--- src/rtl/pmrrp_defs.vh ---
/*
 * pmrrp_defs.vh: constants for the page mode rom host read controller.
 * Assumes a 125 MHz controller clock; cycle counts are derived from the
 * printed times and round least times up to whole cycles.
 */
`ifndef PMRRP_DEFS_VH
`define PMRRP_DEFS_VH

// controller clock period
`define PMRRP_CLK_NS 8

// memory organisation
`define PMRRP_WORDS 16777216
`define PMRRP_BYTES 33554432
`define PMRRP_WADDR_W 24
`define PMRRP_BADDR_W 25
`define PMRRP_DATA_W 16

// access and reset timing, printed times in ns
`define PMRRP_RANDOM_ACCESS_DELAY_NS 100
`define PMRRP_IN_PAGE_ACCESS_DELAY_NS 25
`define PMRRP_T_RP_NS 100
`define PMRRP_RESET_RELEASE_SELECT_GAP_NS 100
`define PMRRP_POWERUP_SELECT_GAP_NS 100

// least times rounded up to cycles
`define PMRRP_ACC_CYC ((`PMRRP_RANDOM_ACCESS_DELAY_NS + `PMRRP_CLK_NS - 1) / `PMRRP_CLK_NS)
`define PMRRP_PAC_CYC ((`PMRRP_IN_PAGE_ACCESS_DELAY_NS + `PMRRP_CLK_NS - 1) / `PMRRP_CLK_NS)
`define PMRRP_RP_CYC ((`PMRRP_T_RP_NS + `PMRRP_CLK_NS - 1) / `PMRRP_CLK_NS)
`define PMRRP_RCH_CYC ((`PMRRP_RESET_RELEASE_SELECT_GAP_NS + `PMRRP_CLK_NS - 1) / `PMRRP_CLK_NS)
`define PMRRP_RCS_CYC ((`PMRRP_POWERUP_SELECT_GAP_NS + `PMRRP_CLK_NS - 1) / `PMRRP_CLK_NS)

// input synchroniser depth on the data pins
`define PMRRP_SYNC_CYC 3

// reset values of the pin registers
`define PMRRP_RST_RESET_N 1'h0
`define PMRRP_RST_CE_N 1'h1
`define PMRRP_RST_OE_N 1'h1
`define PMRRP_RST_BYTE_N 1'h1
`define PMRRP_RST_TOP_OE_N 1'h1

`endif

--- src/rtl/pmrrp_sync3.v ---
/*
 * pmrrp_sync3.v: three flip-flop synchroniser for the data pins.
 * Assumes the pins are asynchronous to clock; only the second and third
 * stages leave the module, the first feeds the second alone.
 */
`timescale 1ns/1ns
module pmrrp_sync3 #(
   parameter WIDTH = 16
) (
   input wire clock,
   input wire sys_rst,
   input wire [WIDTH-1:0] pin_in,
   output wire [WIDTH-1:0] stage2,
   output wire [WIDTH-1:0] stage3
);

   reg [WIDTH-1:0] s1_r;
   reg [WIDTH-1:0] s2_r;
   reg [WIDTH-1:0] s3_r;

   // plain shift chain; reset keeps simulation free of unknowns
   always @(posedge clock) begin
      if (sys_rst) begin
         s1_r <= {WIDTH{1'b0}};
         s2_r <= {WIDTH{1'b0}};
         s3_r <= {WIDTH{1'b0}};
      end else begin
         s1_r <= pin_in;
         s2_r <= s1_r;
         s3_r <= s2_r;
      end
   end

   assign stage2 = s2_r;
   assign stage3 = s3_r;

endmodule // pmrrp_sync3

--- src/rtl/pmrrp_ctrl.v ---
/*
 * pmrrp_ctrl.v: host controller driving an asynchronous page mode rom,
 * with the reset sequence, random and in-page reads and byte selection.
 * Assumes the rom pins are wired straight to the ports below and that the
 * user side is synchronous to clock; the rom data pins are not, and pass
 * a three flop synchroniser before they are used.
 */
// Functional notes
// RULE1: memory holds 16M words of 16 bits, or 32M bytes by byte select.
// RULE2: in byte mode the rom floats data bits 8 to 14; host keeps bits 7:0.
// RULE3: in byte mode host drives top data pin as lowest byte address bit.
// RULE4: sample after 100 ns for new address, 25 ns for in-page change.
// RULE5: chip and output enables stay high while hardware reset is low.
// RULE6: chip enable stays high at least 100 ns after reset release.
// RULE7: at power-up chip enable high 100 ns around the reset transition.
// RULE8: rom drives data only with both enables low and reset high.
`timescale 1ns/1ns
`include "pmrrp_defs.vh"
module pmrrp_ctrl #(
   parameter PAGE_BITS = 2
) (
   input wire clock,
   input wire sys_rst,
   input wire req,
   input wire [`PMRRP_BADDR_W-1:0] req_addr,
   input wire byte_mode,
   input wire standby,
   output wire ready,
   output reg rd_valid_r,
   output reg [`PMRRP_DATA_W-1:0] rd_data_r,
   output reg [`PMRRP_WADDR_W-1:0] word_addr_bus_r,
   output reg ce_n_r,
   output reg oe_n_r,
   output reg reset_n_r,
   output reg byte_n_r,
   input wire [14:0] data_out_bus,
   input wire top_data_pin_in,
   output reg top_data_pin_out_r,
   output reg top_data_pin_oe_n_r
);

   localparam [5:0] S_RST = 6'h01;
   localparam [5:0] S_HOLD = 6'h02;
   localparam [5:0] S_IDLE = 6'h04;
   localparam [5:0] S_WAIT = 6'h08;
   localparam [5:0] S_CAPT = 6'h10;
   localparam [5:0] S_OPEN = 6'h20;

   // access waits include the synchroniser depth so the sampled word is settled;
   // full-width sums are cut to the counter width on purpose
   localparam [31:0] RP_FULL = (`PMRRP_RP_CYC > `PMRRP_RCS_CYC) ?
      `PMRRP_RP_CYC - 1 : `PMRRP_RCS_CYC - 1;
   localparam [31:0] RCH_FULL = `PMRRP_RCH_CYC - 1;
   localparam [31:0] ACC_FULL = `PMRRP_ACC_CYC + `PMRRP_SYNC_CYC - 1;
   localparam [31:0] PAC_FULL = `PMRRP_PAC_CYC + `PMRRP_SYNC_CYC - 1;
   localparam [4:0] RP_LOAD = RP_FULL[4:0];
   localparam [4:0] RCH_LOAD = RCH_FULL[4:0];
   localparam [4:0] ACC_LOAD = ACC_FULL[4:0];
   localparam [4:0] PAC_LOAD = PAC_FULL[4:0];

   reg [5:0] state_r;
   reg [5:0] state_nxt;
   reg [4:0] cnt_r;
   reg [4:0] cnt_nxt;
   reg [`PMRRP_WADDR_W-1:0] req_word;
   reg req_lsb;
   reg same_page;
   wire [`PMRRP_DATA_W-1:0] syn2;
   wire [`PMRRP_DATA_W-1:0] syn3;

   // data pins cross into the clock domain through three flops
   pmrrp_sync3 #(
      .WIDTH(`PMRRP_DATA_W)
   ) u_sync (
      .clock(clock),
      .sys_rst(sys_rst),
      .pin_in({top_data_pin_in, data_out_bus}),
      .stage2(syn2),
      .stage3(syn3)
   );

   // split the user address by organisation
   always @* begin
      if (byte_mode) begin
         req_word = req_addr[`PMRRP_BADDR_W-1:1]; // RULE1
         req_lsb = req_addr[0]; // RULE3
      end else begin
         req_word = req_addr[`PMRRP_WADDR_W-1:0]; // RULE1
         req_lsb = 1'b0;
      end
      same_page = (req_word[`PMRRP_WADDR_W-1:PAGE_BITS] ==
                   word_addr_bus_r[`PMRRP_WADDR_W-1:PAGE_BITS]);
   end

   // requests are taken only while idle or with a page held open; a mode
   // change or standby in the open page must close the chip first
   assign ready = ((state_r == S_IDLE) || (state_r == S_OPEN)) &&
                  !(state_r == S_OPEN && (standby || byte_mode == byte_n_r));

   // next state and wait counter
   always @* begin
      state_nxt = state_r;
      cnt_nxt = cnt_r;
      case (state_r)
         S_RST: begin
            if (cnt_r == 5'h00) begin
               state_nxt = S_HOLD;
               cnt_nxt = RCH_LOAD; // RULE6
            end else begin
               cnt_nxt = cnt_r - 5'h01; // RULE7
            end
         end
         S_HOLD: begin
            if (cnt_r == 5'h00) begin
               state_nxt = S_IDLE; // RULE6
            end else begin
               cnt_nxt = cnt_r - 5'h01;
            end
         end
         S_IDLE: begin
            if (req && !standby) begin
               state_nxt = S_WAIT;
               cnt_nxt = ACC_LOAD; // RULE4
            end
         end
         S_WAIT: begin
            if (cnt_r == 5'h00) begin
               state_nxt = S_CAPT;
            end else begin
               cnt_nxt = cnt_r - 5'h01;
            end
         end
         S_CAPT: begin
            // settled only once the two late stages agree
            if (syn2 == syn3) begin
               state_nxt = S_OPEN;
            end
         end
         S_OPEN: begin
            if (standby || byte_mode == byte_n_r) begin
               state_nxt = S_IDLE;
            end else if (req) begin
               state_nxt = S_WAIT;
               cnt_nxt = same_page ? PAC_LOAD : ACC_LOAD; // RULE4
            end
         end
         default: begin
            state_nxt = S_RST;
            cnt_nxt = RP_LOAD;
         end
      endcase
   end

   // state and wait counter
   always @(posedge clock) begin
      if (sys_rst) begin
         state_r <= S_RST;
         cnt_r <= RP_LOAD;
      end else begin
         state_r <= state_nxt;
         cnt_r <= cnt_nxt;
      end
   end

   // rom reset pin is released only after the full low pulse has run
   always @(posedge clock) begin
      if (sys_rst) begin
         reset_n_r <= `PMRRP_RST_RESET_N;
      end else if (state_r == S_RST && cnt_r == 5'h00) begin
         reset_n_r <= 1'h1; // RULE7
      end
   end

   // byte select only changes with the chip deselected, so the top pin
   // never turns round while the rom may be driving bit 15
   always @(posedge clock) begin
      if (sys_rst) begin
         byte_n_r <= `PMRRP_RST_BYTE_N;
         top_data_pin_oe_n_r <= `PMRRP_RST_TOP_OE_N;
      end else if (state_r == S_IDLE || state_r == S_HOLD) begin
         byte_n_r <= ~byte_mode;
         top_data_pin_oe_n_r <= ~byte_mode; // RULE3
      end
   end

   // address and enables: a taken request opens the chip; it is closed
   // again only on the way back to idle or during the reset sequence
   always @(posedge clock) begin
      if (sys_rst) begin
         ce_n_r <= `PMRRP_RST_CE_N; // RULE5
         oe_n_r <= `PMRRP_RST_OE_N; // RULE5
         word_addr_bus_r <= {`PMRRP_WADDR_W{1'b0}};
         top_data_pin_out_r <= 1'h0;
      end else if (ready && req && !standby) begin
         word_addr_bus_r <= req_word;
         top_data_pin_out_r <= req_lsb; // RULE3
         ce_n_r <= 1'h0; // RULE8
         oe_n_r <= 1'h0; // RULE8
      end else if (state_nxt == S_IDLE || state_r == S_RST || state_r == S_HOLD) begin
         ce_n_r <= 1'h1; // RULE6
         oe_n_r <= 1'h1; // RULE5
      end
   end

   // read data capture; byte mode ignores the floating upper bits, and
   // only a word that both late synchroniser stages agree on is taken
   always @(posedge clock) begin
      if (sys_rst) begin
         rd_valid_r <= 1'h0;
         rd_data_r <= 16'h0000;
      end else begin
         rd_valid_r <= 1'h0;
         if (state_r == S_CAPT && syn2 == syn3) begin
            rd_valid_r <= 1'h1;
            if (!byte_n_r) begin
               rd_data_r <= {8'h00, syn3[7:0]}; // RULE2
            end else begin
               rd_data_r <= syn3;
            end
         end
      end
   end

endmodule // pmrrp_ctrl

--- config.mk ---
export PLATFORM = sky130hd
export DESIGN_NAME = pmrrp_ctrl
export DESIGN_NICKNAME = d
export VERILOG_FILES = /design/src/rtl/pmrrp_sync3.v /design/src/rtl/pmrrp_ctrl.v
export VERILOG_INCLUDE_DIRS = /design/src /design/src/rtl
export SDC_FILE = /design/constraint.sdc
export NUM_CORES = 1
export LEC_CHECK = 0
export BUFFER_PORTS_ARGS = -buffer_cell sky130_fd_sc_hd__buf_2
export CAP_MARGIN = 20
export CORE_ASPECT_RATIO = 0.7
export CORE_MARGIN = 4
export CORE_UTILIZATION = 54
export CTS_BUF_LIST = sky130_fd_sc_hd__clkbuf_16
export CTS_CLUSTER_SIZE = 8
export DETAILED_ROUTE_END_ITERATION = 16
export PLACE_DENSITY = 0.79
export SLEW_MARGIN = 20
export SYNTH_ARGS = -nofsm -noshare
export SYNTH_HDL_FRONTEND = slang
export SYNTH_SLANG_ARGS = --single-unit
--- constraint.sdc ---
create_clock -name clock -period 2.1 [get_ports clock]
set_input_delay 0.105 -clock clock [delete_from_list [all_inputs] [get_ports clock]]
set_output_delay 0.105 -clock clock [all_outputs]
set_load 0.01 [all_outputs]
# Word-level counts from Yosys, hierarchy flattened
# Index checks and enable logic that the tools add are counted.
[totals]
ff_bits = 104
inputBits = 46
out_inout_bits = 48
elab_cells = 68
[classes]
n_addsub = 1
eq_ne = 14
n_mux = 21
n_bitwise = 2
n_reduce_logical = 18
[ops]
columns = ["operator", "n"]
rows = [
  ["$mux 6", 7],
  ["$pmux 6 s6", 1],
  ["$mux 5", 5],
  ["$pmux 5 s5", 1],
  ["$mux 24", 1],
  ["$eq 22x22->1", 1],
  ["$eq 16x16->1", 1],
  ["$mux 16", 1],
  ["$eq 6x3->1 const B", 2],
  ["$logic_and 1x1->1", 7],
  ["$eq 6x1->1 const B", 1],
  ["$eq 6x2->1 const B", 1],
  ["$eq 6x4->1 const B", 1],
  ["$eq 6x5->1 const B", 1],
  ["$eq 6x6->1 const B", 1],
  ["$ne 2x2->1 const B", 3],
  ["$logic_not 5->1", 1],
  ["$logic_or 1x1->1", 5],
  ["$reduce_and 5->1", 1],
  ["$sub 5x1->5 const B", 1],
  ["$mux 1", 4],
  ["$mux 4", 1],
  ["$logic_not 1->1", 2],
  ["$ne 2x1->1 const B", 1],
  ["4 further kinds", 5],
]

# Depth between registers and ports, before layout
# Gate-level depths: netlist of the first run.
[logic_depth]
ltp_word = 9
mapped_depth = 8

# Hierarchy
# From an unflattened synthesis of the first run, not the netlist that was laid out.
[hier_totals]
hier_cells = 447
area_unflattened_um2 = 4340.4
[modules_own_cells]
columns = ["module", "instances", "cells_per_inst", "area_each_um2", "seq_area_each_um2"]
rows = [
  ["pmrrp_ctrl", 1, 346, 3035.4, 1121.1],
  ["pmrrp_sync3", 1, 101, 1305.0, 960.9],
]

# Least setup slack after synthesis of the first run
# Ideal clock, no wire load.
[synth_path]
path_kind = "register to register"
start = "reg cnt_r[0]"
end = "reg cnt_r[0]"
t_arrival_ns = 1.750
path_slack_ns = 0.227
path_stages_with_launch = 9
path_buffers = 0
synth_period_minus_slack_ns = 1.873
cell_sequence = "dfxtp_1 -> inv_1 -> ha_1 -> nor4b_1 -> o22ai_1 -> nand2_1 -> nor2_1 -> nor3_1 -> o21ai_0"
[synth_via]
elab_chain_len = 3
[synth_rtl]
columns = ["element", "line_no", "text"]
rows = [
  ["start: declaration", "pmrrp_ctrl.v:63", "reg [4:0] cnt_r;"],
  ["start signal: assignment", "pmrrp_ctrl.v:161", "cnt_r <= cnt_nxt;"],
  ["$sub 5x1->5 / $logic_not 5->1 (equally long branches)", "n/a", ""],
  ["$mux 5, or another cell as far along", "pmrrp_ctrl.v:114, pmrrp_ctrl.v:127", ""],
  ["$pmux 5 s5 / $reduce_and 5->1 (equally long branches)", "n/a", ""],
]
# Several ways; a longest one is shown, not always the timed one. The select of a mux whose other input is x is not followed.
# A chain may end at the register's enable or synchronous reset.

# Worst setup path after layout of the first run
[layout_path]
start = "reg cnt_r[0]"
end = "reg cnt_r[4]"
# Same word-level chain as after synthesis.

==> impl_metrics.yaml, run 1 <==
logic_synthesis:
  synth-compound-area-share_pct: 13.8
  ys_seq_area_share_pct: 46.9
  ys_seq_elements: 104
  synthTopCellsByArea: "dfxtp_1 (47%), mux2i_1 (7.2%), nor2b_1 (7.2%), a211oi_2 (6.8%), xnor2_1 (4.3%)"
  synth_top_area_share_pct: 46.9
  muxShareOfSynthArea_pct: 7.22
  synth_fa_ha_area_share_pct: 0.564
  ys_types: 47
  synthXorXnorAreaFrac_pct: 8.09
  synth_area_sq_um: 4440
  synth_enable_flop_cells: 0
  synthArstFlopShare_pct: 0
  synthSimpleGateAreaFrac_pct: 19.7
  ys_warn_count: 0
  synth.largest_area_cell: "dfxtp_1"
  synth_top_family_by_area: "simple AND/OR/NAND/NOR gates"
  syn_nets: 493
  syn-mean-instance-area_sq_um: 9.97
  synth_common_cells: "dfxtp_1 (104), nor2b_1 (51), nor2_1 (45)"
  synth_most_common_cell: "dfxtp_1"
  syn-instance-count: 445
  synth-main-ff-cell: "dfxtp_1"
clock_tree:
  ctsHtreeMaxLevel: 3
  root_buffer: "clkbuf_16"
  cts_buffers: 9
  clkSinkCount: 104
  cts_tree: "done"
  path_clk_slew_ns: 0.06
  clockBufferDepth: 2
  insertion_delay_ns: 0.34
worst_setup_path:
  cp_slowest_stage_delay_ns: 0.52
  cp_slowest_cell: "or4_4"
  required_ns: 2.38
  path_cells: "inv_1 > ha_1 > nor4b_1 > buf_4 > o22ai_2 > nand2_1 > or4_4 > a21oi_2"
  crit_path_max_fanout: 7
  crit_path_end_kind: "flip-flop"
  startpoint_type: "flip-flop"
  crit_arrival_ns: 2.33
  path_class: "reg -> reg"
pwr:
  leakagePower_uw: 0.00235
  power_frac_comb_pct: 14.6
  p_per_area_nw_per_um2: 762
  switching_power_uw: 1120
  swShare_pct: 26.4
  p_int_uw: 3120
  p_clk_share_pct: 35.2
  sequentialPowerShare_pct: 50.2
  ir_drop_uv: 689
drt:
  wire_per_inst_um: 16.2
  dr.pass1.iters: 5
  vias_per_cell: 5.47
  ant_nets: 0
  drc: 0
  routed_wl_um: 10800
  drt_iter0_markers: 211
  vias: 3632
timing:
  worst_slew_pin_slew_ns: 0.499
  layout_min_cycle_time_ns: 2.05
  final_max_slew_viol_count: 0
  holdWs_ns: 0.00290
  clock.fmax_mhz: 487
  rsz0062_at_grt: "yes"
  timing.final.ws_setup_ns: 0.0476
  relSlewSlack_pct: 66.4
  finalCritPeriodShare_pct: 97.7
  fin_worst_skew_ns: 0.00558
  final-setup-viol-count: 0
  hold_viol: 0
global_route:
  grt_max_degree: 70
  grt_usage_pct: 22.5
  grt_pass1_vias: 3449
  antenna_found_initial: 0
  overflow: 0
  grt_pass1_wl_um: 17200
flow_run:
  cap_violations: 0
final_layout:
  syn_to_final_growth_pct: 25.4
  finalNonFillerCells: 664
  fill_cells: 622
  final_core_util_pct: 70.1
  diodes: 0
  drive_gt1_share_pct: 29.1
  postLayoutCellArea_sq_um: 5560
  final_nets: 606
floorplanning:
  row_count: 27
  die-area_sq_um: 9750
  die_y_um: 83.8
  core_sq_um: 7940
  die_w_um: 116
  ios: 94
  start_util_pct: 55.9
placed_design:
  gp_congestion: 0.892
  hpwl_um: 7390
  pre_cts_ws_ns: -0.0179
  placed_cells: 629
  io_buffers: 93
  placed_cell_area_sq_um: 5060
outcome:
  outcome: "finished, final reports clean"
hold_path:
  min_path_type: "in -> reg"
-- through the flow --
stage / total power [uW] / setup TNS [ns]
floorplan: 2550 / 0
global placement: 2710 / 0
detailed placement: 2730 / -0.0330
CTS: 4240 / 0
global route: 4440 / -0.0226
finish: 4240 / 0
-- sequential cells by signal, indices dropped and copies added, names as in the netlist, 5 cells and up --
name,count
u_sync.stage2,16
rd_data_r,16
cnt_r,5
state_r,6
u_sync.s1_r,16
word_addr_bus_r,24
u_sync.stage3,16
-- critical path: cells and delay by family, from the launching register on --
kind,cells,cell delay (ns)
simple gates,3,0.84
flops,1,0.37
compound gates,2,0.30
buf+inv,2,0.26
fa+ha+maj,1,0.22
-- power groups by stage --
| stage | clock (uW) | combinational (uW) | sequential (uW) |
|---|---|---|---|
| 2_1_floorplan | 0 | 404 | 2150 |
| 3_3_place_gp | 0 | 546 | 2160 |
| 3_5_place_dp | 0 | 561 | 2170 |
| 4_1_cts | 1530 | 592 | 2120 |
| 5_1_grt | 1620 | 686 | 2140 |
| 6_report | 1490 | 620 | 2130 |
-- metal layers --
metal / track usage [%] / vias up / routed length (um)
li1: - / 1772 / -
met3: 6.38 / 17 / 833
met4: 7.27 / 0 / 208
met1: 32.4 / 1687 / 4960
met2: 32.2 / 156 / 4760
met5: 0 / - / 0
-- cell families (layout without fill, tap and decap cells) --
group,count (synthesis),count (layout)
AND/OR/NAND/NOR,157,157
flip-flops,104,104
AO/OA/AOI/OAI,75,75
XOR/XNOR,41,41
buffers and inverters,34,152
multiplexers,32,32
adder cells (fa/ha/maj),2,2
-- path summary, 6_finish.rpt --
| check | start | end | slack (ns) | cells after the start |
|---|---|---|---|---|
| max | cnt_r[0]$_SDFFE_PP0P_ | cnt_r[4]$_SDFFE_PP0P_ | 0.05 | 8 |
| min | data_out_bus[3] | u_sync.s1_r[3]$_SDFF_PP0_ | 0.003 | 2 |
| max reg2reg | cnt_r[0]$_SDFFE_PP0P_ | cnt_r[4]$_SDFFE_PP0P_ | 0.05 | 8 |
| min reg2reg | u_sync.s1_r[4]$_SDFF_PP0_ | u_sync.stage2[4]$_SDFF_PP0_ | 0.44 | 1 |
-- final cells by class --
type	count	area [sq um]	area share, %
timing repair buffer	129	837	15.1
inverter	7	26.3	0.472
clock buffer	9	225	4.05
tap	101	126	2.27
sequential	104	2090	37.5
clock inverter	7	37.5	0.675
multi-input combinational	307	2220	39.9
-- placed cells by master, fill, tap and decap left out, types with 2 or more instances in the layout --
cell,count
dfxtp_1,101
buf_2,92
nor2b_1,50
nor2_1,45
mux2i_1,32
a211oi_2,24
xnor2_1,22
xor2_1,19
a21oi_1,17
buf_4,17
dlygate4sd3_1,15
nand3_1,14
o21ai_0,13
nor4_1,9
clkbuf_16,9
inv_1,8
nand2_1,8
nor3_1,8
a211oi_1,5
nand3b_1,4
nand4_1,3
o211ai_1,3
buf_12,3
and3_1,2
ha_1,2
clkinv_2,2
clkinv_1,2
dfxtp_2,2
-- repair_timing --
action | CTS | global route
resized for setup | 4 | 9
cloned | 1 | 0
endpoints found under the hold margin | 15 | 0
pin swaps | 2 | 5
setup endpoints to repair | 3 | 31
hold buffers | 15 | 0
setup buffers | 2 | 1
Power figures use the tool's default switching activity.
==> run 2: changes to the inputs <==
REMOVE_ABC_BUFFERS = 1   (was default)
==> run 2 against run 1 <==
Compared with the run above: fmax shrank 2.2%; core utilization grew 1.1 points; sequential power is essentially flat; combinational power shrank 3.4%; global-route usage shrank 1.1 points; highest routed layer unchanged; largest power group unchanged; total power grew 2.8%; count of clock-buffer cells in the layout is the same; sequential share of layout area shrank 0.54 points; setup slack lost 0.046 ns; flip-flop and latch count is the same; routed wire length shrank 1.3%; first-iteration DRC count grew 10%.
==> impl_metrics.yaml, run 2 (synthesis gave the netlist of run 1 again) <==
timing:
  relSlewSlack_pct: 67.3
  clock.fmax_mhz: 477
  finalCritPeriodShare_pct: 99.9
  worst_slew_pin_slew_ns: 0.490
  hold_viol: 0
  final_max_slew_viol_count: 0
  holdWs_ns: 0.00860
  setup_tns_ns: 0
  layout_min_cycle_time_ns: 2.10
  fin_worst_skew_ns: 0.00990
  final-setup-viol-count: 0
placed_design:
  placed_cell_area_sq_um: 5080
  placed_cells: 634
  hpwl_um: 7260
  gp_congestion: 0.892
  io_buffers: 93
drt:
  wire_per_inst_um: 15.8
  ant_nets: 0
  dr.pass1.iters: 5
  routed_wl_um: 10600
  drt_iter0_markers: 233
  vias_per_cell: 5.40
  drc: 0
  vias: 3628
floorplanning:
  start_util_pct: 55.9
  row_count: 27
  die_w_um: 116
  core_sq_um: 7940
  ios: 94
  die-area_sq_um: 9750
  die_y_um: 83.8
worst_setup_path:
  path_delay_family: "simple AND/OR/NAND/NOR gates"
  worst-path-buf-inv: 2
  crit_path_end_kind: "flip-flop"
  path_cells: "nor4_4 > and4bb_1 > nor2_1 > nor3_4 > buf_4 > buf_12 > nor2_1 > a211oi_2"
  cp_slowest_stage_delay_ns: 0.42
  path_class: "reg -> reg"
  startpoint_type: "flip-flop"
  cp_slowest_cell: "nor4_4"
  crit_path_max_fanout: 13
  crit_arrival_ns: 2.36
  required_ns: 2.36
  path_common_cell: "nor2_1"
global_route:
  grt_pass1_vias: 3479
  antenna_found_initial: 0
  grt_usage_pct: 21.4
  overflow: 0
  grt_pass1_wl_um: 16900
  grt_max_degree: 51
hold_path:
  min_path_type: "in -> reg"
final_layout:
  final_nets: 614
  fill_cells: 562
  registers.top_by_ff_count: "word_addr_bus_r"
  largest_reg_flops: 24
  drive_gt1_share_pct: 30.5
  register_area_sq_um: 2090
  final_cell_mix: "dfxtp_1 (99), buf_2 (92), nor2b_1 (50)"
  layout_commonest_cell: "dfxtp_1"
  syn_to_final_growth_pct: 27.3
  finalNonFillerCells: 672
  diodes: 0
  postLayoutCellArea_sq_um: 5650
  multi_input_area_sq_um: 2210
pwr:
  leakagePower_uw: 0.00239
  p_per_area_nw_per_um2: 771
  total_power_uw: 4350
  ir_drop_uv: 394
clock_tree:
  cts_tree: "done"
  ctsHtreeMaxLevel: 3
  insertion_delay_ns: 0.35
  root_buffer: "clkbuf_16"
  path_clk_slew_ns: 0.08
  cts_buffers: 9
  clkSinkCount: 104
  clockBufferDepth: 2
flow_run:
  cap_violations: 0
outcome:
  outcome: "finished, final reports clean"
[run 2: changes by cell type in the layout (fill, tap and decap cells not counted), sizes merged]
cell,previous run,this run
clkinv,4,3
clkbuf,9,11
inv,9,10
buf,114,120
[run 2: power breakdown]
part           internal, uW  switching, uW  leakage, uW  total (uW)
logic                   270            329      0.00140         599
registers              2060           69.0     0.000849        2120
clock network           839            792     0.000144        1630
total                  3160           1190      0.00239        4350
[run 2: what timing repair did]
item | in CTS | in global routing
hold buffers | 15 | 0
hold endpoints to repair | 15 | 0
buffers inserted | 0 | 4
resized for setup | 0 | 10
endpoints found under the setup margin | 0 | 28
[run 2: final timing paths]
| path | startpoint | slack, ns | to | depth (start not counted) |
|---|---|---|---|---|
| max | state_r[3]$_SDFF_PP0_ | 0.002 | word_addr_bus_r[23]$_SDFFE_PP0P_ | 8 |
| min reg2reg | u_sync.s1_r[4]$_SDFF_PP0_ | 0.44 | u_sync.stage2[4]$_SDFF_PP0_ | 1 |
| min | data_out_bus[10] | 0.009 | u_sync.s1_r[10]$_SDFF_PP0_ | 2 |
| max reg2reg | state_r[3]$_SDFF_PP0_ | 0.002 | word_addr_bus_r[23]$_SDFFE_PP0P_ | 8 |
[run 2: per-layer routing]
| metal | up-vias | global-route usage (%) | routed length, um |
|---|---|---|---|
| met4 | 0 | 4.95 | 174 |
| met5 | - | 0 | 0 |
| met2 | 114 | 33.4 | 4930 |
| met3 | 15 | 5.94 | 743 |
| li1 | 1799 | - | - |
| met1 | 1700 | 29.4 | 4780 |
[run 2: cell type report]
class / count / share of cell area, %
sequential: 104 / 37.0
timing repair buffer: 137 / 15.9
clock inverter: 7 / 1.26
multi-input combinational: 307 / 39.1
inverter: 7 / 0.465
clock buffer: 9 / 3.99
tap: 101 / 2.24
[run 2: stage by stage]
stage / utilization (%) / worst slack [ns]
after CTS: 69.7 / 0.0318
after global placement: 64.0 / 0.0936
final: 71.2 / 0.00150
after floorplan: - / -0.776
after detailed placement: 64.0 / 0.0517
after global routing: 71.2 / -0.0554
[run 2: worst register-to-register path: cells and delay by family (launching register included)]
| kind | cells | cell delay (ns) |
|---|---|---|
| AO/OA/AOI/OAI | 1 | 0.20 |
| buffers and inverters | 2 | 0.34 |
| flip-flops | 1 | 0.40 |
| AND/OR/NAND/NOR | 5 | 1.08 |
